File: src/pkg/flash_host_pkg.sv
// Shared constants and types for the parallel flash host controller
package flash_host_pkg;

	// Bus widths
	localparam int ADDR_W = 18;
	localparam int DATA_W = 8;
	localparam int CNT_W  = 8;

	// Operations the user side may request
	typedef enum logic [2:0] {
		OP_READ,
		OP_PROGRAM,
		OP_SECTOR_ERASE,
		OP_CHIP_ERASE,
		OP_LOCKOUT
	} flash_op_e;

	// Command addresses (only the low twelve bits are decoded by the flash)
	localparam logic [ADDR_W-1:0] UNLOCK_ADDR_A = 18'h0_0555;
	localparam logic [ADDR_W-1:0] UNLOCK_ADDR_B = 18'h0_0AAA;

	// Command data codes
	localparam logic [DATA_W-1:0] CODE_UNLOCK_A = 8'hAA;
	localparam logic [DATA_W-1:0] CODE_UNLOCK_B = 8'h55;
	localparam logic [DATA_W-1:0] CODE_SETUP    = 8'h80;
	localparam logic [DATA_W-1:0] CODE_PROGRAM  = 8'hA0;
	localparam logic [DATA_W-1:0] CODE_CHIP     = 8'h10;
	localparam logic [DATA_W-1:0] CODE_SECTOR   = 8'h30;
	localparam logic [DATA_W-1:0] CODE_LOCKOUT  = 8'h40;

	// Sequence lengths in bus cycles
	localparam logic [2:0] SEQ_LEN_READ    = 3'h1;
	localparam logic [2:0] SEQ_LEN_PROGRAM = 3'h4;
	localparam logic [2:0] SEQ_LEN_LONG    = 3'h6;

	// Status bit positions during an internal operation
	localparam int TOGGLE_BIT = 6;
	localparam int POLL_BIT   = 7;

	// Clock and times in ns, chip erase in ms
	localparam int CLK_PERIOD_NS   = 5;
	localparam int SYNC_STAGES     = 2;
	localparam int SETUP_NS        = 10;
	localparam int WE_PULSE_NS     = 40;
	localparam int HOLD_NS         = 10;
	localparam int RECOVER_NS      = 20;
	localparam int READ_ACCESS_NS  = 55;
	localparam int RESET_LOW_NS    = 500;
	localparam int RESET_RECOV_NS  = 1000;
	localparam int BYTE_PROG_NS    = 20000;
	localparam int CHIP_ERASE_MS   = 4000;

	// Cycle counts; least times round up
	localparam logic [CNT_W-1:0] SETUP_CYC      = CNT_W'((SETUP_NS + CLK_PERIOD_NS - 1) / CLK_PERIOD_NS);
	localparam logic [CNT_W-1:0] WE_PULSE_CYC   = CNT_W'((WE_PULSE_NS + CLK_PERIOD_NS - 1) / CLK_PERIOD_NS);
	localparam logic [CNT_W-1:0] HOLD_CYC       = CNT_W'((HOLD_NS + CLK_PERIOD_NS - 1) / CLK_PERIOD_NS);
	localparam logic [CNT_W-1:0] RECOVER_CYC    = CNT_W'((RECOVER_NS + CLK_PERIOD_NS - 1) / CLK_PERIOD_NS);
	localparam logic [CNT_W-1:0] READ_CYC       =
		CNT_W'((READ_ACCESS_NS + CLK_PERIOD_NS - 1) / CLK_PERIOD_NS + SYNC_STAGES + 1);
	localparam logic [CNT_W-1:0] RESET_LOW_CYC  = CNT_W'((RESET_LOW_NS + CLK_PERIOD_NS - 1) / CLK_PERIOD_NS);
	localparam logic [CNT_W-1:0] RESET_RECOV_CYC= CNT_W'((RESET_RECOV_NS + CLK_PERIOD_NS - 1) / CLK_PERIOD_NS);
	localparam int BYTE_PROG_CYC  = BYTE_PROG_NS / CLK_PERIOD_NS;
	localparam int CHIP_ERASE_CYC = CHIP_ERASE_MS * (1000000 / CLK_PERIOD_NS);

endpackage

File: src/core/flash_bus_cycle.sv
// One asynchronous read or write cycle on the flash pins
`timescale 1ns/10ps
module flash_bus_cycle (
	// Clock and reset
	input  wire logic                                clk_sys_i,
	input  wire logic                                rst_i,
	// Request side
	input  wire logic                                start_i,
	input  wire logic                                write_i,
	input  wire logic                                abort_i,
	input  wire logic [flash_host_pkg::ADDR_W-1:0]   addr_i,
	input  wire logic [flash_host_pkg::DATA_W-1:0]   wdata_i,
	output logic                                     done_o,
	output logic      [flash_host_pkg::DATA_W-1:0]   rdata_o,
	// Flash pins
	output logic                                     flash_ce_n_o,
	output logic                                     flash_oe_n_o,
	output logic                                     flash_we_n_o,
	output logic      [flash_host_pkg::ADDR_W-1:0]   address_lines_o,
	output logic      [flash_host_pkg::DATA_W-1:0]   data_lines_o,
	output logic                                     data_lines_oe_o,
	input  wire logic [flash_host_pkg::DATA_W-1:0]   data_lines_i
);

	typedef enum logic [2:0] {CY_IDLE, CY_SETUP, CY_STROBE, CY_HOLD, CY_RECOVER} cycle_state_e;

	cycle_state_e                          state_reg;
	cycle_state_e                          state_next;
	logic [flash_host_pkg::CNT_W-1:0]      cnt_reg;
	logic [flash_host_pkg::CNT_W-1:0]      cnt_next;
	logic                                  write_reg;
	logic [flash_host_pkg::DATA_W-1:0]     data_meta_reg;
	logic [flash_host_pkg::DATA_W-1:0]     data_sync_reg;
	wire                                   cnt_zero;
	wire  [flash_host_pkg::CNT_W-1:0]      strobe_len;

	assign cnt_zero   = (cnt_reg == '0);
	assign strobe_len = write_reg ? flash_host_pkg::WE_PULSE_CYC : flash_host_pkg::READ_CYC;

	// Phase sequencing; chip select falls first and rises last so the write strobe alone
	// frames the cycle: address taken on its fall, data on its rise
	always_comb begin
		state_next = state_reg;
		cnt_next   = cnt_zero ? cnt_reg : cnt_reg - 1'b1;
		case (state_reg)
			CY_IDLE: begin
				if (start_i) begin
					state_next = CY_SETUP;
					cnt_next   = flash_host_pkg::SETUP_CYC - 1'b1;
				end
			end
			CY_SETUP: begin
				if (cnt_zero) begin
					state_next = CY_STROBE;
					cnt_next   = strobe_len - 1'b1;
				end
			end
			CY_STROBE: begin
				if (cnt_zero) begin
					state_next = CY_HOLD;
					cnt_next   = flash_host_pkg::HOLD_CYC - 1'b1;
				end
			end
			CY_HOLD: begin
				if (cnt_zero) begin
					state_next = CY_RECOVER;
					cnt_next   = flash_host_pkg::RECOVER_CYC - 1'b1;
				end
			end
			CY_RECOVER: begin
				if (cnt_zero)
					state_next = CY_IDLE;
			end
			default: state_next = CY_IDLE;
		endcase
		if (abort_i)
			state_next = CY_IDLE;
	end

	// State, counter and request capture
	always_ff @(posedge clk_sys_i) begin
		if (rst_i) begin
			state_reg <= CY_IDLE;
			cnt_reg   <= '0;
			write_reg <= 1'b0;
		end else begin
			state_reg <= state_next;
			cnt_reg   <= cnt_next;
			if (state_reg == CY_IDLE && start_i)
				write_reg <= write_i;
		end
	end

	// Pins come straight from flip-flops so no glitch reaches the strobes
	always_ff @(posedge clk_sys_i) begin
		if (rst_i) begin
			flash_ce_n_o    <= 1'b1;
			flash_oe_n_o    <= 1'b1;
			flash_we_n_o    <= 1'b1;
			data_lines_oe_o <= 1'b0;
			address_lines_o <= '0;
			data_lines_o    <= '0;
		end else begin
			flash_ce_n_o    <= !(state_next inside {CY_SETUP, CY_STROBE, CY_HOLD});
			flash_we_n_o    <= !(state_next == CY_STROBE && write_reg_next());
			flash_oe_n_o    <= !(state_next == CY_STROBE && !write_reg_next());
			data_lines_oe_o <= (state_next inside {CY_SETUP, CY_STROBE, CY_HOLD}) && write_reg_next();
			if (state_reg == CY_IDLE && start_i) begin
				address_lines_o <= addr_i;
				data_lines_o    <= wdata_i;
			end
		end
	end

	// Write flag as it will stand in the next cycle
	function automatic logic write_reg_next();
		return (state_reg == CY_IDLE) ? write_i : write_reg;
	endfunction

	// Read data pass two flip-flops before use
	always_ff @(posedge clk_sys_i) begin
		data_meta_reg <= data_lines_i;
		data_sync_reg <= data_meta_reg;
	end

	// Sample at the end of the output-enable window; the window covers access time plus sync
	always_ff @(posedge clk_sys_i) begin
		if (rst_i) begin
			rdata_o <= '0;
			done_o  <= 1'b0;
		end else begin
			done_o <= (state_reg == CY_RECOVER) && cnt_zero && !abort_i;
			if (state_reg == CY_STROBE && cnt_zero && !write_reg)
				rdata_o <= data_sync_reg;
		end
	end

endmodule

File: src/core/flash_host_ctrl.sv
// Host-side command sequencer for a 256K x 8 parallel NOR flash
//
// Summary of operation
// - Each command cycle pulses write low with chip select low, output enable high.
// - An operation hit by reset is repeated once reset is high again (after abort only; rst_i drops it).
// - Erased bits read one; erase a block before reprogramming its bytes.
// - Chip erase is a six-cycle sequence of fixed address/data pairs.
// - No new access starts until the end of a program is detected or the poll limit runs out.
// - Unlock prefix AA at 555, 55 at AAA; long commands add 80 and repeat.
// - Final codes: 10 chip, 30 sector, 40 lockout, A0 then address/data.
`timescale 1ns/10ps
module flash_host_ctrl #(
	parameter int unsigned POLL_LIMIT_CYC = flash_host_pkg::CHIP_ERASE_CYC
) (
	// Clock and reset
	input  wire logic                                clk_sys_i,
	input  wire logic                                rst_i,
	// User command port
	input  wire logic                                cmd_valid_i,
	output logic                                     cmd_ready_o,
	input  wire flash_host_pkg::flash_op_e           cmd_op_i,
	input  wire logic [flash_host_pkg::ADDR_W-1:0]   cmd_addr_i,
	input  wire logic [flash_host_pkg::DATA_W-1:0]   cmd_data_i,
	input  wire logic                                boot_override_i,
	input  wire logic                                abort_i,
	// User answer port
	output logic                                     done_o,
	output logic      [flash_host_pkg::DATA_W-1:0]   rdata_o,
	output logic                                     timeout_o,
	// Flash pins
	output logic                                     flash_ce_n_o,
	output logic                                     flash_oe_n_o,
	output logic                                     flash_we_n_o,
	output logic                                     flash_rst_n_o,
	output logic                                     boot_override_o,
	output logic      [flash_host_pkg::ADDR_W-1:0]   address_lines_o,
	output logic      [flash_host_pkg::DATA_W-1:0]   data_lines_o,
	output logic                                     data_lines_oe_o,
	input  wire logic [flash_host_pkg::DATA_W-1:0]   data_lines_i
);

	typedef enum logic [2:0] {ST_IDLE, ST_ISSUE, ST_WAIT, ST_POLL, ST_POLL_WAIT, ST_RST_LOW, ST_RST_RECOV} host_state_e;

	host_state_e                           state_reg;
	flash_host_pkg::flash_op_e             op_reg;
	logic [flash_host_pkg::ADDR_W-1:0]     addr_reg;
	logic [flash_host_pkg::DATA_W-1:0]     data_reg;
	logic [2:0]                            step_reg;
	logic                                  have_prev_reg;
	logic [flash_host_pkg::DATA_W-1:0]     prev_reg;
	logic                                  pending_reg;
	logic [31:0]                           poll_cnt_reg;
	logic [flash_host_pkg::CNT_W-1:0]      rst_cnt_reg;
	logic                                  cyc_start;
	logic                                  cyc_write;
	logic                                  cyc_done;
	logic [flash_host_pkg::ADDR_W-1:0]     cyc_addr;
	logic [flash_host_pkg::DATA_W-1:0]     cyc_data;
	logic [flash_host_pkg::DATA_W-1:0]     cyc_rdata;
	logic [flash_host_pkg::ADDR_W-1:0]     step_addr;
	logic [flash_host_pkg::DATA_W-1:0]     step_data;
	wire  [2:0]                            seq_len;
	wire                                   last_step;
	wire                                   is_read;
	wire                                   is_long;
	wire                                   toggle_still;
	wire                                   poll_bit_ok;
	wire                                   op_finished;
	wire                                   poll_expired;
	wire                                   rst_cnt_zero;

	// Sequence length per operation
	assign is_read   = (op_reg == flash_host_pkg::OP_READ);
	assign is_long   = (op_reg inside {flash_host_pkg::OP_SECTOR_ERASE, flash_host_pkg::OP_CHIP_ERASE,
	                                   flash_host_pkg::OP_LOCKOUT});
	assign seq_len   = is_read ? flash_host_pkg::SEQ_LEN_READ :
	                   is_long ? flash_host_pkg::SEQ_LEN_LONG : flash_host_pkg::SEQ_LEN_PROGRAM;
	assign last_step = (step_reg == seq_len - 3'h1);

	// Address/data pair for the current step; exact pairs only, so no sequence is ever broken
	always_comb begin
		step_addr = flash_host_pkg::UNLOCK_ADDR_A;
		step_data = flash_host_pkg::CODE_UNLOCK_A;
		case (step_reg)
			3'h0: begin
				if (is_read) begin
					step_addr = addr_reg;
					step_data = '0;
				end
			end
			3'h1: begin
				step_addr = flash_host_pkg::UNLOCK_ADDR_B;
				step_data = flash_host_pkg::CODE_UNLOCK_B;
			end
			3'h2: step_data = is_long ? flash_host_pkg::CODE_SETUP : flash_host_pkg::CODE_PROGRAM;
			3'h3: begin
				if (!is_long) begin
					step_addr = addr_reg;
					step_data = data_reg;
				end
			end
			3'h4: begin
				step_addr = flash_host_pkg::UNLOCK_ADDR_B;
				step_data = flash_host_pkg::CODE_UNLOCK_B;
			end
			3'h5: begin
				case (op_reg)
					flash_host_pkg::OP_CHIP_ERASE:   step_data = flash_host_pkg::CODE_CHIP;
					flash_host_pkg::OP_SECTOR_ERASE: begin
						step_addr = addr_reg;
						step_data = flash_host_pkg::CODE_SECTOR;
					end
					flash_host_pkg::OP_LOCKOUT:      step_data = flash_host_pkg::CODE_LOCKOUT;
					default:                         step_data = flash_host_pkg::CODE_UNLOCK_A;
				endcase
			end
			default: step_data = flash_host_pkg::CODE_UNLOCK_A;
		endcase
	end

	// Bus cycle requests; polls are plain reads at the target address
	assign cyc_start = (state_reg == ST_ISSUE) || (state_reg == ST_POLL);
	assign cyc_write = (state_reg == ST_ISSUE) && !is_read;
	assign cyc_addr  = (state_reg == ST_POLL) ? addr_reg : step_addr;
	assign cyc_data  = step_data;

	// End of internal operation: bit six stops toggling, and for a program bit seven is true data
	assign toggle_still = (cyc_rdata[flash_host_pkg::TOGGLE_BIT] == prev_reg[flash_host_pkg::TOGGLE_BIT]);
	assign poll_bit_ok  = (op_reg != flash_host_pkg::OP_PROGRAM) ||
	                      (cyc_rdata[flash_host_pkg::POLL_BIT] == data_reg[flash_host_pkg::POLL_BIT]);
	assign op_finished  = have_prev_reg && toggle_still && poll_bit_ok;
	assign poll_expired = (poll_cnt_reg >= POLL_LIMIT_CYC);
	assign rst_cnt_zero = (rst_cnt_reg == '0);
	assign cmd_ready_o  = (state_reg == ST_IDLE) && !abort_i;

	// Main sequencer
	always_ff @(posedge clk_sys_i) begin
		if (rst_i) begin
			state_reg     <= ST_RST_LOW;
			op_reg        <= flash_host_pkg::OP_READ;
			addr_reg      <= '0;
			data_reg      <= '0;
			step_reg      <= '0;
			have_prev_reg <= 1'b0;
			prev_reg      <= '0;
			pending_reg   <= 1'b0;
			poll_cnt_reg  <= '0;
			rst_cnt_reg   <= flash_host_pkg::RESET_LOW_CYC;
			done_o        <= 1'b0;
			timeout_o     <= 1'b0;
			rdata_o       <= '0;
			boot_override_o <= 1'b0;
		end else begin
			done_o <= 1'b0;
			if (!rst_cnt_zero)
				rst_cnt_reg <= rst_cnt_reg - 1'b1;
			if (state_reg inside {ST_POLL, ST_POLL_WAIT})
				poll_cnt_reg <= poll_cnt_reg + 32'h0000_0001;
			case (state_reg)
				ST_IDLE: begin
					if (cmd_valid_i && !abort_i) begin
						op_reg          <= cmd_op_i;
						addr_reg        <= cmd_addr_i;
						data_reg        <= cmd_data_i;
						boot_override_o <= boot_override_i;
						pending_reg     <= 1'b1;
						step_reg        <= '0;
						state_reg       <= ST_ISSUE;
					end
				end
				ST_ISSUE: state_reg <= ST_WAIT;
				ST_WAIT: begin
					if (cyc_done) begin
						if (!last_step) begin
							step_reg  <= step_reg + 3'h1;
							state_reg <= ST_ISSUE;
						end else if (is_read) begin
							rdata_o     <= cyc_rdata;
							done_o      <= 1'b1;
							timeout_o   <= 1'b0;
							pending_reg <= 1'b0;
							state_reg   <= ST_IDLE;
						end else begin
							have_prev_reg <= 1'b0;
							poll_cnt_reg  <= '0;
							state_reg     <= ST_POLL;
						end
					end
				end
				ST_POLL: state_reg <= ST_POLL_WAIT;
				ST_POLL_WAIT: begin
					if (cyc_done) begin
						prev_reg      <= cyc_rdata;
						have_prev_reg <= 1'b1;
						if (op_finished || poll_expired) begin
							rdata_o         <= cyc_rdata;
							done_o          <= 1'b1;
							timeout_o       <= !op_finished;
							pending_reg     <= 1'b0;
							boot_override_o <= 1'b0;
							state_reg       <= ST_IDLE;
						end else
							state_reg <= ST_POLL;
					end
				end
				ST_RST_LOW: begin
					if (rst_cnt_zero) begin
						rst_cnt_reg <= flash_host_pkg::RESET_RECOV_CYC;
						state_reg   <= ST_RST_RECOV;
					end
				end
				ST_RST_RECOV: begin
					// An interrupted operation is started again from its first cycle
					if (rst_cnt_zero) begin
						step_reg  <= '0;
						state_reg <= pending_reg ? ST_ISSUE : ST_IDLE;
					end
				end
				default: state_reg <= ST_IDLE;
			endcase
			// Abort pulses the flash reset whatever is in flight; override stays with the op
			if (abort_i) begin
				rst_cnt_reg <= flash_host_pkg::RESET_LOW_CYC;
				state_reg   <= ST_RST_LOW;
			end
		end
	end

	// Flash reset is low while held in reset, so the flash ends in standby with select high
	always_ff @(posedge clk_sys_i) begin
		if (rst_i)
			flash_rst_n_o <= 1'b0;
		else
			flash_rst_n_o <= !(state_reg == ST_RST_LOW && !rst_cnt_zero) && !abort_i;
	end

	// Single bus cycle engine drives every pin but reset and override
	flash_bus_cycle u_cycle (
		.clk_sys_i       (clk_sys_i),
		.rst_i           (rst_i),
		.start_i         (cyc_start),
		.write_i         (cyc_write),
		.abort_i         (abort_i),
		.addr_i          (cyc_addr),
		.wdata_i         (cyc_data),
		.done_o          (cyc_done),
		.rdata_o         (cyc_rdata),
		.flash_ce_n_o    (flash_ce_n_o),
		.flash_oe_n_o    (flash_oe_n_o),
		.flash_we_n_o    (flash_we_n_o),
		.address_lines_o (address_lines_o),
		.data_lines_o    (data_lines_o),
		.data_lines_oe_o (data_lines_oe_o),
		.data_lines_i    (data_lines_i)
	);

endmodule

File: config.mk
export PLATFORM = sky130hd
export DESIGN_NAME = flash_host_ctrl
export DESIGN_NICKNAME = d
export VERILOG_FILES = /design/src/pkg/flash_host_pkg.sv /design/src/core/flash_bus_cycle.sv /design/src/core/flash_host_ctrl.sv
export SDC_FILE = /design/constraint.sdc
export NUM_CORES = 1
export LEC_CHECK = 0
export ABC_AREA = 1
export BUFFER_PORTS_ARGS = -buffer_cell sky130_fd_sc_hd__buf_2
export CAP_MARGIN = 15
export CORE_MARGIN = 5
export CORE_UTILIZATION = 35
export DETAILED_ROUTE_END_ITERATION = 8
export PLACE_DENSITY_LB_ADDON = 0.12
export SLEW_MARGIN = 20
export SYNTH_ARGS = -nofsm -noshare
export SYNTH_HDL_FRONTEND = slang
export SYNTH_SLANG_ARGS = --single-unit
export TNS_END_PERCENT = 10
File: constraint.sdc
create_clock -name clk_sys_i -period 2.04 [get_ports clk_sys_i]
set_input_delay 0.408 -clock clk_sys_i [delete_from_list [all_inputs] [get_ports clk_sys_i]]
set_output_delay 0.408 -clock clk_sys_i [all_outputs]
set_load 0.03 [all_outputs]
# Word-level counts from Yosys, hierarchy flattened
# Index checks and enable logic that the tools add are counted.
[word_totals] ff_bits=163 inputBits=42 output_inout_bits=43 elab_cells=200
[op_classes] addsub=6 n_lt_le_gt_ge=1 eq_ne=35 mux=79 reduce_logical=51
[op_table] operator="$mux W32" count=5
[op_table] operator="$mux W8" count=15
[op_table] operator="$mux W18" count=4
[op_table] operator="$pmux W18 S4" count=1
[op_table] operator="$mux W3" count=17
[op_table] operator="$pmux W8 S5" count=1
[op_table] operator="$add A32 B1 Y32 const B" count=1
[op_table] operator="$ge A32 B30 Y1 const B" count=1
[op_table] operator="$pmux W8 S4" count=1
[op_table] operator="$eq A3 B2 Y1 const B" count=10
[op_table] operator="$pmux W8 S3" count=1
[op_table] operator="$sub A8 B1 Y8 const B" count=3
[op_table] operator="$eq A3 B3 Y1 const B" count=7
[op_table] operator="$pmux W3 S7" count=1
[op_table] operator="$mux W1" count=20
[op_table] operator="$logic_not A8 Y1" count=2
[op_table] operator="$pmux W8 S2" count=1
[op_table] operator="$logic_and A1 B1 Y1" count=15
[op_table] operator="$pmux W3 S5" count=1
[op_table] operator="$reduce_and A5 Y1" count=3
[op_table] operator="$eq A3 B1 Y1 const B" count=4
[op_table] operator="$logic_not A3 Y1" count=4
[op_table] operator="$ne A2 B2 Y1 const B" count=6
[op_table] operator="$reduce_bool A3 Y1" count=4
[op_table] operator="other kinds (19)" count=44

# Depth between registers and ports, before layout
# Gate-level depths: netlist (run 1).
[depth] word_depth=9 depth_mapped=14 mapped_depth_nobuf=13

# Modules after synthesis
# A second synthesis (run 1) with hierarchy kept.
[unflattened] cells_unflattened=1027 area_unflattened_um2=7332.0
[modules_own_cells] module="flash_host_ctrl" n_inst=1 cells_per_inst=743 area_each_um2=4927.2 seq_area_each_um2=1801.7
[modules_own_cells] module="flash_bus_cycle" n_inst=1 cells_per_inst=284 area_each_um2=2404.8 seq_area_each_um2=1341.3

# Worst setup path before layout (run 1)
# OpenSTA, ideal clock, no wires.
[synth_path] path_type="register -> register" from="register state_reg[1]" to="register addr_reg[10] (netlist bit)" setup_ns=0.116 arrival_time_ns=1.631 t_required_ns=1.924 setup_slack_ns=0.293 path_stages_with_launch=11 path_buffers=2 synth_period_minus_slack_ns=1.747 cell_sequence="dfxtp_1 -> nor2_2 -> inv_1 -> nor2_1 -> inv_1 -> nor2_2 -> nand2_1 -> buf_2 -> clkbuf_1 -> o21ai_0 -> nor2_1"
[synth_via] elab_chain_len=2
[synth_lines] item="start, declared" line="flash_host_ctrl.sv:44" text="host_state_e state_reg;"
[synth_lines] item="start signal, assigned" line="flash_host_ctrl.sv:216" text="state_reg <= pending_reg ? ST_ISSUE : ST_IDLE;"
[synth_lines] item="$logic_not A3 Y1" line="flash_host_ctrl.sv:159" text="case (state_reg)"
[synth_lines] item="$reduce_and A2 Y1 (no source line)"
[synth_lines] item="end signal, assigned" line="flash_host_ctrl.sv:163" text="addr_reg <= cmd_addr_i;"
[synth_lines] item="end, declared" line="flash_host_ctrl.sv:46" text="logic [flash_host_pkg::ADDR_W-1:0] addr_reg;"
# No other way between the ends.
# A chain may end at the register's enable or synchronous reset.

# Worst setup path in the final report (run 1)
[layout_path] from="register state_reg[0]" to="output cmd_ready_o"
[layout_via] elab_chain_len=2
[layout_lines] item="$logic_not A3 Y1" line="flash_host_ctrl.sv:134" text="assign cmd_ready_o = (state_reg == ST_IDLE) && !abort_i;"
[layout_lines] item="$logic_and A1 B1 Y1" line="flash_host_ctrl.sv:134"
[layout_lines] item="end, declared" line="flash_host_ctrl.sv:20" text="output logic cmd_ready_o,"
# No other way between the ends.

==> results by group, run 1 <==
Run status
  • Result of the run: complete, no violations

Logic synthesis
  • Flip-flop cell with the highest count after synthesis: sky130_fd_sc_hd__dfxtp_1
  • Total standard cell area after synthesis: 7008 sq um
  • Average cell area after synthesis: 7.400 sq um
  • Synthesized netlist net count: 1001
  • Synthesized instance count: 947
  • Post-synthesis register bit count: 157
  • Number of distinct library cells after synthesis: 40
  • Number of synthesis warnings: 0
  • Fraction of the yosys area taken by sequential cells: 44.85%
  • Number of enable flip-flop cells after synthesis: 0
  • Fraction of synthesis flops using an asynchronous set or reset pin: 0%

Layout
  • Finished Cell Area: 8533 sq um
  • Post-route core utilization: 43.56%
  • Ant. Diodes: 0
  • Filler cell count in the final layout: 2065
  • Fraction of final layout cells with drive strength greater than 1: 17.12%
  • Final Net Count: 1104
  • Area overhead of the layout relative to synthesis: 21.76%
  • Flip-flop count of the largest register, all copies and words added: 32
  • Fin cells: 1328

STA
  • Setup skew after layout: 12.11 ps
  • Setup violation total in the final timing report: 0
  • Worst relative slew slack: 66.74%
  • Min Tclk post-route: 1931 ps
  • Worst hold slack: 69.89 ps
  • Max-slew violations: 0
  • Summed negative setup slack over all endpoints: 0 ps
  • Portion of the clock cycle consumed by the worst path in the final layout: 94.67%
  • Highest clock frequency the design can meet: 517.8 MHz
  • RSZ-0062 raised after global routing: no
  • Transition at the pin with the smallest max-transition slack: 495.9 ps
  • Number of failing hold endpoints at the final stage: 0
  • Setup slack after layout: 108.8 ps

Drt
  • Average vias per placed instance: 4.637
  • Remaining number of nets flagged by the antenna check after routing: 0
  • DRC violations left: 0
  • Number of violations reported at the end of detailed-routing iteration 0: 383
  • Wire length after detailed routing: 17650 um
  • Post-detailed-route wirelength per cell: 13.29 um
  • Pre-antenna DRT Iters: 7
  • Total via count after detailed routing: 6158

Worst setup path
  • Worst reg2reg setup slack: 170 ps
  • Critical-path cell list: nor2_4 > inv_1 > nor2_1 > inv_1 > nor2_2 > buf_4
  • CP dominant cell by count: sky130_fd_sc_hd__inv_1
  • Critical Path Start Type: register
  • R2r startpoint: u_cycle.cnt_reg[0]
  • Critical path class: register to primary output
  • Largest fanout on the critical path: 4
  • Required time at the worst-slack endpoint: 1630 ps
  • Slowest stage delay, CP: 350 ps
  • Critical register-to-register path endpoint: u_cycle.cnt_reg[0]
  • Capturing element type of the critical path: primary output
  • Worst reg-to-reg path cell count: 12
  • Master of the slowest instance on the critical path: sky130_fd_sc_hd__dfxtp_1
  • CP arrival: 1520 ps

Global routing
  • Total GRT Usage: 16.43%
  • Vias in the first global route: 6096
  • First-pass GRT wire length: 30110 um
  • Maximum number of pins on one net before global-route repair: 48
  • Initial antenna violation count: 0
  • Total congestion overflow after global routing: 0

Clocking
  • Clock latency on the worst-skew pair: 440 ps
  • Clock transition at the registers of the reported paths: 70 ps
  • Hold-fix buffers at CTS: 0
  • H-tree level count: 4
  • Clock root cell: sky130_fd_sc_hd__clkbuf_16
  • TritonCTS Sinks: 157
  • Total clock buffers created by CTS: 17
  • Clock Path Buffers: 2
  • Clock tree from TritonCTS: built
  • Post CTS Setup Buffer Count: 0

Placed design
  • Number of buffer cells added on primary ports: 84
  • Instance count after placement with tap cells included: 1296
  • Post-place instance area: 7873 sq um
  • Worst slack, placed: 94.58 ps
  • DP Wirelength: 12890 um
  • Placer's final routability congestion estimate: 0.8626

Flow run
  • Max Cap Viol: 0

Hold path
  • Startpoint of the worst hold path: data_lines_i[7]
  • Cell depth of the worst hold path: 1
  • Min-delay worst type: primary input to register
  • Sink of the worst hold path: u_cycle.data_meta_reg[7]

Power
  • Largest voltage drop on the vdd net: 537.6 uV
  • Leakage: 3.530 nW
  • Pwr dens: 845.0 nW/um^2
  • Total power: 7.210 mW

Floorplanning
  • Initial Util: 35.77%
  • # rows: 51
  • Die Span X: 151.5 um
  • Number of top-level pins: 85
  • Area of the die: 22950 sq um
  • Vert. Die Dim: 151.5 um
  • Area of the core: 19590 sq um
==> cell usage in the layout (no fill, tap or decap), types with 12 or more instances in the layout <==
| cell type | n |
|---|---|
| sky130_fd_sc_hd__buf_2 | 83 |
| sky130_fd_sc_hd__xor2_1 | 25 |
| sky130_fd_sc_hd__dfxtp_1 | 157 |
| sky130_fd_sc_hd__a21oi_1 | 78 |
| sky130_fd_sc_hd__clkbuf_16 | 17 |
| sky130_fd_sc_hd__nand4_1 | 16 |
| sky130_fd_sc_hd__o21ai_0 | 98 |
| sky130_fd_sc_hd__buf_4 | 28 |
| sky130_fd_sc_hd__nor2_1 | 140 |
| sky130_fd_sc_hd__ha_1 | 12 |
| sky130_fd_sc_hd__nand2_1 | 141 |
| sky130_fd_sc_hd__inv_1 | 98 |
| sky130_fd_sc_hd__nand3_1 | 57 |
| sky130_fd_sc_hd__nor3_1 | 19 |
==> cells by family (layout without fill, tap and decap cells) <==
kind of cell,count (synthesis),count (layout),synth area share [%]
AO/OA/AOI/OAI,205,205,15.53
XOR/XNOR,33,33,4.124
adder cells (fa/ha/maj),12,12,2.142
buffers and inverters,132,248,7.606
flip-flops,157,157,44.85
AND/OR/NAND/NOR,408,408,25.75
==> metal layers <==
| layer | part of all wire, % | global-route usage, % |
|---|---|---|
| met2 | 45 | 25.92 |
| met3 | 3.4 | 3.421 |
| met1 | 50 | 22.64 |
| met5 | 0 | 0 |
| met4 | 1.0 | 5.076 |
==> worst max-delay path: cells and delay by family (launching register included) <==
kind                   cells  cell delay, ps
flip-flops                 1             350
buffers and inverters      3             340
AND/OR/NAND/NOR            3             410
==> cells in the mapped netlist, types with 3 or more instances <==
| library cell | count | area (sq um) |
|---|---|---|
| sky130_fd_sc_hd__ha_1 | 12 | 150.1 |
| sky130_fd_sc_hd__nand3_1 | 57 | 285.3 |
| sky130_fd_sc_hd__xor2_1 | 25 | 219.0 |
| sky130_fd_sc_hd__a21oi_1 | 78 | 390.4 |
| sky130_fd_sc_hd__nor2_4 | 3 | 33.78 |
| sky130_fd_sc_hd__a31oi_1 | 7 | 43.79 |
| sky130_fd_sc_hd__nand2_2 | 5 | 31.28 |
| sky130_fd_sc_hd__nor2_1 | 140 | 525.5 |
| sky130_fd_sc_hd__buf_4 | 3 | 22.52 |
| sky130_fd_sc_hd__nand2_1 | 142 | 533.0 |
| sky130_fd_sc_hd__buf_2 | 9 | 45.04 |
| sky130_fd_sc_hd__xnor2_1 | 8 | 70.07 |
| sky130_fd_sc_hd__inv_1 | 100 | 375.4 |
| sky130_fd_sc_hd__nand4_1 | 16 | 100.1 |
| sky130_fd_sc_hd__o22ai_1 | 3 | 18.77 |
| sky130_fd_sc_hd__nor3_1 | 21 | 105.1 |
| sky130_fd_sc_hd__nand2_4 | 3 | 33.78 |
| sky130_fd_sc_hd__o21ai_0 | 100 | 500.5 |
| sky130_fd_sc_hd__nor2_2 | 9 | 56.30 |
| sky130_fd_sc_hd__a211oi_1 | 6 | 45.04 |
| sky130_fd_sc_hd__clkbuf_1 | 15 | 56.30 |
| sky130_fd_sc_hd__dfxtp_1 | 157 | 3143 |
| sky130_fd_sc_hd__or2_2 | 3 | 18.77 |
==> cell type report <==
type / count / area [sq um] / share of cell area, %
Clock buffer: 17 / 425.4 / 4.985
Clock inverter: 15 / 210.2 / 2.463
Inverter: 102 / 382.9 / 4.487
Multi-Input combinational cell: 658 / 3354 / 39.31
Sequential cell: 157 / 3143 / 36.83
Tap cell: 265 / 331.6 / 3.886
Timing Repair Buffer: 114 / 685.7 / 8.035
==> power breakdown <==
group          switching (mW)  total [mW]  internal, mW
Combinational           0.373       0.647         0.275
Clock                    1.56        3.36          1.80
Sequential             0.0508        3.21          3.16
Total                    1.98        7.21          5.23
==> worst max-delay path by stage <==
| stage | from | endpoint | slack (ps) | depth (start not counted) |
|---|---|---|---|---|
| floorplan | state_reg[1] | addr_reg[10] | 290 | 10 |
| global route | state_reg[0] | cmd_ready_o | 4 | 6 |
| global placement | u_cycle.cnt_reg[0] | u_cycle.cnt_reg[0] | 130 | 12 |
| finish | state_reg[0] | cmd_ready_o | 110 | 6 |
| CTS | state_reg[0] | cmd_ready_o | 40 | 6 |
| detailed placement | u_cycle.cnt_reg[0] | u_cycle.cnt_reg[0] | 90 | 12 |
==> repair_timing <==
| item | CTS | global route |
|---|---|---|
| resized for setup | 0 | 10 |
| endpoints found under the hold margin | 0 | 0 |
| endpoints found under the setup margin | 0 | 19 |
Power figures use the tool's default switching activity.
==> inputs of run 2 (changes only) <==
MAX_ROUTING_LAYER = met4   (was unset)
==> run 2 against run 1 <==
Net effect: routed wire length is essentially flat; power about the same; sequential power barely moved; register-to-register slack hardly changed; via count up 0.39%; largest cell class unchanged; combinational power about the same; clock-buffer cell count unchanged; maximum frequency grew 0.32%; die area did not move; critical endpoint unchanged; setup slack improved by 6.1 ps.
==> results by group, run 2 (synthesized netlist as in run 1, its figures left out) <==
Run status
  • Result of the run: complete, no violations

Hold path
  • Min-delay worst type: primary input to register

Drt
  • Total via count after detailed routing: 6182
  • Number of violations reported at the end of detailed-routing iteration 0: 427
  • Average vias per placed instance: 4.655
  • Post-detailed-route wirelength per cell: 13.28 um
  • Remaining number of nets flagged by the antenna check after routing: 0
  • DRC violations left: 0
  • Pre-antenna DRT Iters: 5
  • Wire length after detailed routing: 17640 um

Floorplanning
  • Initial Util: 35.77%
  • Vert. Die Dim: 151.5 um
  • Area of the core: 19590 sq um
  • Number of top-level pins: 85
  • Die Span X: 151.5 um
  • # rows: 51
  • Area of the die: 22950 sq um

Worst setup path
  • Buffers and inverters on the worst path: 3
  • CP Launch Point: state_reg[0]
  • Largest fanout on the critical path: 4
  • Slowest stage delay, CP: 350 ps
  • Logic depth of the worst setup path including buffers: 6
  • Critical-path cell list: nor2_4 > inv_1 > nor2_1 > inv_1 > nor2_2 > buf_4
  • Critical Path Start Type: register
  • Cell family with most CP delay: simple AND/OR/NAND/NOR gates
  • Critical register-to-register path endpoint: u_cycle.cnt_reg[0]
  • CP arrival: 1520 ps
  • R2r startpoint: u_cycle.cnt_reg[0]
  • CP dominant cell by count: sky130_fd_sc_hd__inv_1
  • Critical path class: register to primary output
  • Worst reg-to-reg path cell count: 12
  • Capturing element type of the critical path: primary output
  • Capturing element of the worst setup path: cmd_ready_o
  • Required time at the worst-slack endpoint: 1630 ps
  • Worst reg2reg setup slack: 180 ps
  • Master of the slowest instance on the critical path: sky130_fd_sc_hd__dfxtp_1

STA
  • Transition at the pin with the smallest max-transition slack: 503.5 ps
  • Worst relative slew slack: 66.23%
  • Number of failing hold endpoints at the final stage: 0
  • Summed negative setup slack over all endpoints: 0 ps
  • Highest clock frequency the design can meet: 519.5 MHz
  • Min Tclk post-route: 1925 ps
  • Worst hold slack: 69.26 ps
  • Max-slew violations: 0
  • Setup skew after layout: 11.72 ps
  • RSZ-0062 raised after global routing: no
  • Portion of the clock cycle consumed by the worst path in the final layout: 94.37%
  • Setup violation total in the final timing report: 0

Global routing
  • Vias in the first global route: 6088
  • Total GRT Usage: 16.89%
  • First-pass GRT wire length: 30100 um
  • Total congestion overflow after global routing: 0
  • Maximum number of pins on one net before global-route repair: 48
  • Initial antenna violation count: 0

Power
  • Largest voltage drop on the vdd net: 539.0 uV
  • Pwr dens: 844.8 nW/um^2
  • Leakage: 3.530 nW
  • Total power: 7.209 mW

Clocking
  • Clock Path Buffers: 2
  • Cells resized by post-CTS repair: 0
  • H-tree level count: 4
  • Clock latency on the worst-skew pair: 440 ps
  • Clock transition at the registers of the reported paths: 70 ps
  • Clock root cell: sky130_fd_sc_hd__clkbuf_16
  • Hold-fix buffers at CTS: 0
  • Post CTS Setup Buffer Count: 0
  • Clock tree from TritonCTS: built
  • Total clock buffers created by CTS: 17
  • TritonCTS Sinks: 157

Layout
  • Fraction of final layout cells with drive strength greater than 1: 17.12%
  • Finished Cell Area: 8533 sq um
  • Most frequent cells in the layout: 157 x sky130_fd_sc_hd__dfxtp_1, 141 x sky130_fd_sc_hd__nand2_1, 140 x sky130_fd_sc_hd__nor2_1, 98 x sky130_fd_sc_hd__inv_1, 98 x sky130_fd_sc_hd__o21ai_0
  • Most common library cell in the layout ignoring fill and taps: sky130_fd_sc_hd__dfxtp_1
  • Area of the multi-input gates: 3354 sq um
  • Area overhead of the layout relative to synthesis: 21.76%
  • Register Area: 3143 sq um
  • Final Net Count: 1104
  • Filler cell count in the final layout: 2065
  • Ant. Diodes: 0
  • Flip-flop count of the largest register, all copies and words added: 32

Placed design
  • Post-place instance area: 7873 sq um
  • Placer's final routability congestion estimate: 0.8765
  • DP Wirelength: 12890 um
  • Number of buffer cells added on primary ports: 84

Flow run
  • Max Cap Viol: 0
run 2: cell counts in the layout (fill, tap and decap cells not counted):
Identical to the previous run, type by type.
run 2: how the worst min path moves through the flow:
stage / start / slack (ps) / cells past startpoint / end
finish: data_lines_i[7] / 70 / 1 / u_cycle.data_meta_reg[7]
global route: data_lines_i[6] / 40 / 1 / u_cycle.data_meta_reg[6]
CTS: data_lines_i[0] / 50 / 1 / u_cycle.data_meta_reg[0]
detailed placement: u_cycle.data_meta_reg[5] / 310 / 0 / u_cycle.data_sync_reg[5]
global placement: u_cycle.data_meta_reg[5] / 310 / 0 / u_cycle.data_sync_reg[5]
floorplan: u_cycle.data_meta_reg[0] / 310 / 0 / u_cycle.data_sync_reg[0]
run 2: layout make-up:
type,instances,area share (%)
clock buffer,17,4.985
clock inverter,15,2.463
inverter,102,4.487
multi-input combinational,658,39.31
sequential,157,36.83
tap,265,3.886
timing repair buffer,114,8.035
run 2: per-stage QoR:
step | std cells | util [%] | setup slack (ps)
finish | 1328 | 43.56 | 114.9
global route | 1328 | 43.56 | 3.762
floorplan | 947 | - | 292.8
detailed placement | 1296 | 40.19 | 94.58
CTS | 1328 | 43.43 | 35.93
global placement | 1296 | 40.19 | 129.5
run 2: report_power, final:
part,switching (mW),internal [mW]
registers,0.0508,3.16
clock network,1.56,1.80
logic,0.371,0.274
total,1.98,5.23
run 2: layer usage:
metal	track usage, %	routed length, um	vias up
li1	-	-	3307
met1	22.77	8855	2772
met2	25.96	8062	87
met3	3.153	508	16
met4	5.076	213	0
met5	-	0	-
==> inputs of run 3 (changes only) <==
CORE_MARGIN = 8   (was 5)
==> run 3 against run 2 <==
Net effect: critical endpoint unchanged; setup slack improved by 4.7 ps; critical path type unchanged; register-to-register slack improved by 30 ps; largest cell class unchanged; first-iteration DRC count is 0.23% higher; sequential share of layout area is essentially flat; largest power group unchanged.
==> results by group, run 3 (synthesized netlist as in run 1, its figures left out) <==
Run status
  • Result of the run: complete, no violations

Hold path
  • Sink of the worst hold path: u_cycle.data_meta_reg[7]
  • Startpoint of the worst hold path: data_lines_i[7]
  • Min-delay worst type: primary input to register
  • Cell depth of the worst hold path: 1

Layout
  • Most common library cell in the layout ignoring fill and taps: sky130_fd_sc_hd__dfxtp_1
  • Filler cell count in the final layout: 2054
  • Most frequent cells in the layout: 156 x sky130_fd_sc_hd__dfxtp_1, 141 x sky130_fd_sc_hd__nand2_1, 139 x sky130_fd_sc_hd__nor2_1, 100 x sky130_fd_sc_hd__o21ai_0, 98 x sky130_fd_sc_hd__inv_1
  • Flip-flop count of the largest register, all copies and words added: 32
  • Area of the multi-input gates: 3362 sq um
  • Register Area: 3144 sq um
  • Fraction of final layout cells with drive strength greater than 1: 17.46%
  • Ant. Diodes: 0
  • Area overhead of the layout relative to synthesis: 21.92%
  • Final Net Count: 1106

Floorplanning
  • Number of top-level pins: 85
  • Die Span X: 157.5 um
  • # rows: 51
  • Vert. Die Dim: 157.5 um
  • Initial Util: 35.77%
  • Area of the core: 19590 sq um
  • Area of the die: 24810 sq um

Worst setup path
  • Required time at the worst-slack endpoint: 1630 ps
  • CP dominant cell by count: sky130_fd_sc_hd__inv_1
  • Critical Path Start Type: register
  • Buffers and inverters on the worst path: 3
  • Capturing element type of the critical path: primary output
  • Largest fanout on the critical path: 5
  • CP arrival: 1510 ps
  • Master of the slowest instance on the critical path: sky130_fd_sc_hd__dfxtp_2
  • Critical-path cell list: nor2_4 > inv_1 > nor2_1 > inv_1 > nor2_2 > buf_4
  • Worst reg-to-reg path cell count: 12
  • Slowest stage delay, CP: 370 ps
  • R2r startpoint: u_cycle.cnt_reg[0]
  • Worst reg2reg setup slack: 210 ps
  • Critical register-to-register path endpoint: u_cycle.cnt_reg[0]
  • Cell family with most CP delay: simple AND/OR/NAND/NOR gates
  • CP Launch Point: state_reg[1]
  • Critical path class: register to primary output

Drt
  • Post-detailed-route wirelength per cell: 13.51 um
  • Pre-antenna DRT Iters: 5
  • Wire length after detailed routing: 17970 um
  • Total via count after detailed routing: 6235
  • Routed length on met1: 9146 um
  • Number of violations reported at the end of detailed-routing iteration 0: 428
  • Uppermost layer routed: met4
  • Average vias per placed instance: 4.688
  • Remaining number of nets flagged by the antenna check after routing: 0
  • DRC violations left: 0
  • Detailed-routed wire length on met3: 454 um
  • Amount of wire on met2 after detailed routing: 8174 um

Clocking
  • TritonCTS Sinks: 157
  • Hold-fix buffers at CTS: 0
  • Clock Path Buffers: 2
  • H-tree level count: 4
  • Total clock buffers created by CTS: 17
  • Clock tree from TritonCTS: built
  • Clock root cell: sky130_fd_sc_hd__clkbuf_16
  • Clock transition at the registers of the reported paths: 70 ps
  • Post CTS Setup Buffer Count: 0
  • Clock latency on the worst-skew pair: 430 ps

Power
  • Total power: 7.189 mW
  • Leakage: 3.537 nW
  • Largest voltage drop on the vdd net: 534.0 uV
  • Pwr dens: 841.4 nW/um^2

STA
  • Summed negative setup slack over all endpoints: 0 ps
  • Max-slew violations: 0
  • Highest clock frequency the design can meet: 520.7 MHz
  • RSZ-0062 raised after global routing: no
  • Portion of the clock cycle consumed by the worst path in the final layout: 94.14%
  • Setup violation total in the final timing report: 0
  • Setup skew after layout: 12.56 ps
  • Transition at the pin with the smallest max-transition slack: 451.2 ps
  • Number of failing hold endpoints at the final stage: 0
  • Worst relative slew slack: 69.89%
  • Setup slack after layout: 119.6 ps
  • Min Tclk post-route: 1920 ps

Global routing
  • Maximum number of pins on one net before global-route repair: 48
  • First-pass GRT wire length: 29790 um
  • Total congestion overflow after global routing: 0
  • Initial antenna violation count: 0
  • Total GRT Usage: 15.35%
  • Vias in the first global route: 6006

Placed design
  • DP Wirelength: 13120 um
  • Worst slack, placed: 137.1 ps
  • Placer's final routability congestion estimate: 0.8432
  • Number of buffer cells added on primary ports: 84

Flow run
  • Max Cap Viol: 0
[run 3: through the flow]
step / area (sq um) / hold slack, ps / utilization, % / cells
final: 8544 / 79.18 / 43.62 / 1330
after global routing: 8544 / 50.84 / 43.62 / 1330
after CTS: 8511 / 52.97 / 43.44 / 1330
after detailed placement: 7875 / 313.2 / 40.20 / 1298
after global placement: 7875 / 310.2 / 40.20 / 1298
after floorplan: 7008 / 309.6 / - / 947
[run 3: final cells by class]
type	instances	area share, %
clock inverter	15	2.460
timing repair buffer	116	8.054
tap	265	3.881
clock buffer	17	4.979
multi-input combinational	658	39.35
sequential	157	36.80
inverter	102	4.481
[run 3: how the worst max path moves through the flow]
stage | slack, ps | endpoint | cells after the start
after floorplan | 290 | addr_reg[10] | 10
after global placement | 180 | u_cycle.cnt_reg[0] | 12
after detailed placement | 140 | u_cycle.cnt_reg[0] | 12
after CTS | 10 | cmd_ready_o | 6
after global routing | 9 | poll_cnt_reg[16] | 11
final | 120 | cmd_ready_o | 6
[run 3: per-layer routing]
| metal | vias to the layer above | track usage, % |
|---|---|---|
| met2 | 96 | 23.53 |
| met3 | 16 | 3.263 |
| met5 | - | - |
| met1 | 2799 | 20.07 |
| li1 | 3324 | - |
| met4 | 0 | 4.397 |
[run 3: worst register-to-register path, stage by stage (launching register included)]
cell and delay (ps):
sky130_fd_sc_hd__dfxtp_1 320, sky130_fd_sc_hd__inv_1 80, sky130_fd_sc_hd__ha_1 180, sky130_fd_sc_hd__inv_1 50, sky130_fd_sc_hd__nor3_2 120, sky130_fd_sc_hd__nand2_1 90
sky130_fd_sc_hd__inv_1 90, sky130_fd_sc_hd__nand2_2 90, sky130_fd_sc_hd__buf_4 180, sky130_fd_sc_hd__ha_1 270, sky130_fd_sc_hd__nand2_1 60, sky130_fd_sc_hd__a21oi_1 40
sky130_fd_sc_hd__o21a_1 180
[run 3: power by group]
| group | internal, mW | switching, mW | total [mW] |
|---|---|---|---|
| Sequential | 3.16 | 0.0526 | 3.21 |
| Clock | 1.79 | 1.54 | 3.33 |
| Combinational | 0.274 | 0.374 | 0.648 |
[run 3: what timing repair did]
action / CTS / global route
endpoints found under the hold margin: 0 / 0
resized for setup: 0 / 11
setup endpoints to repair: 0 / 16
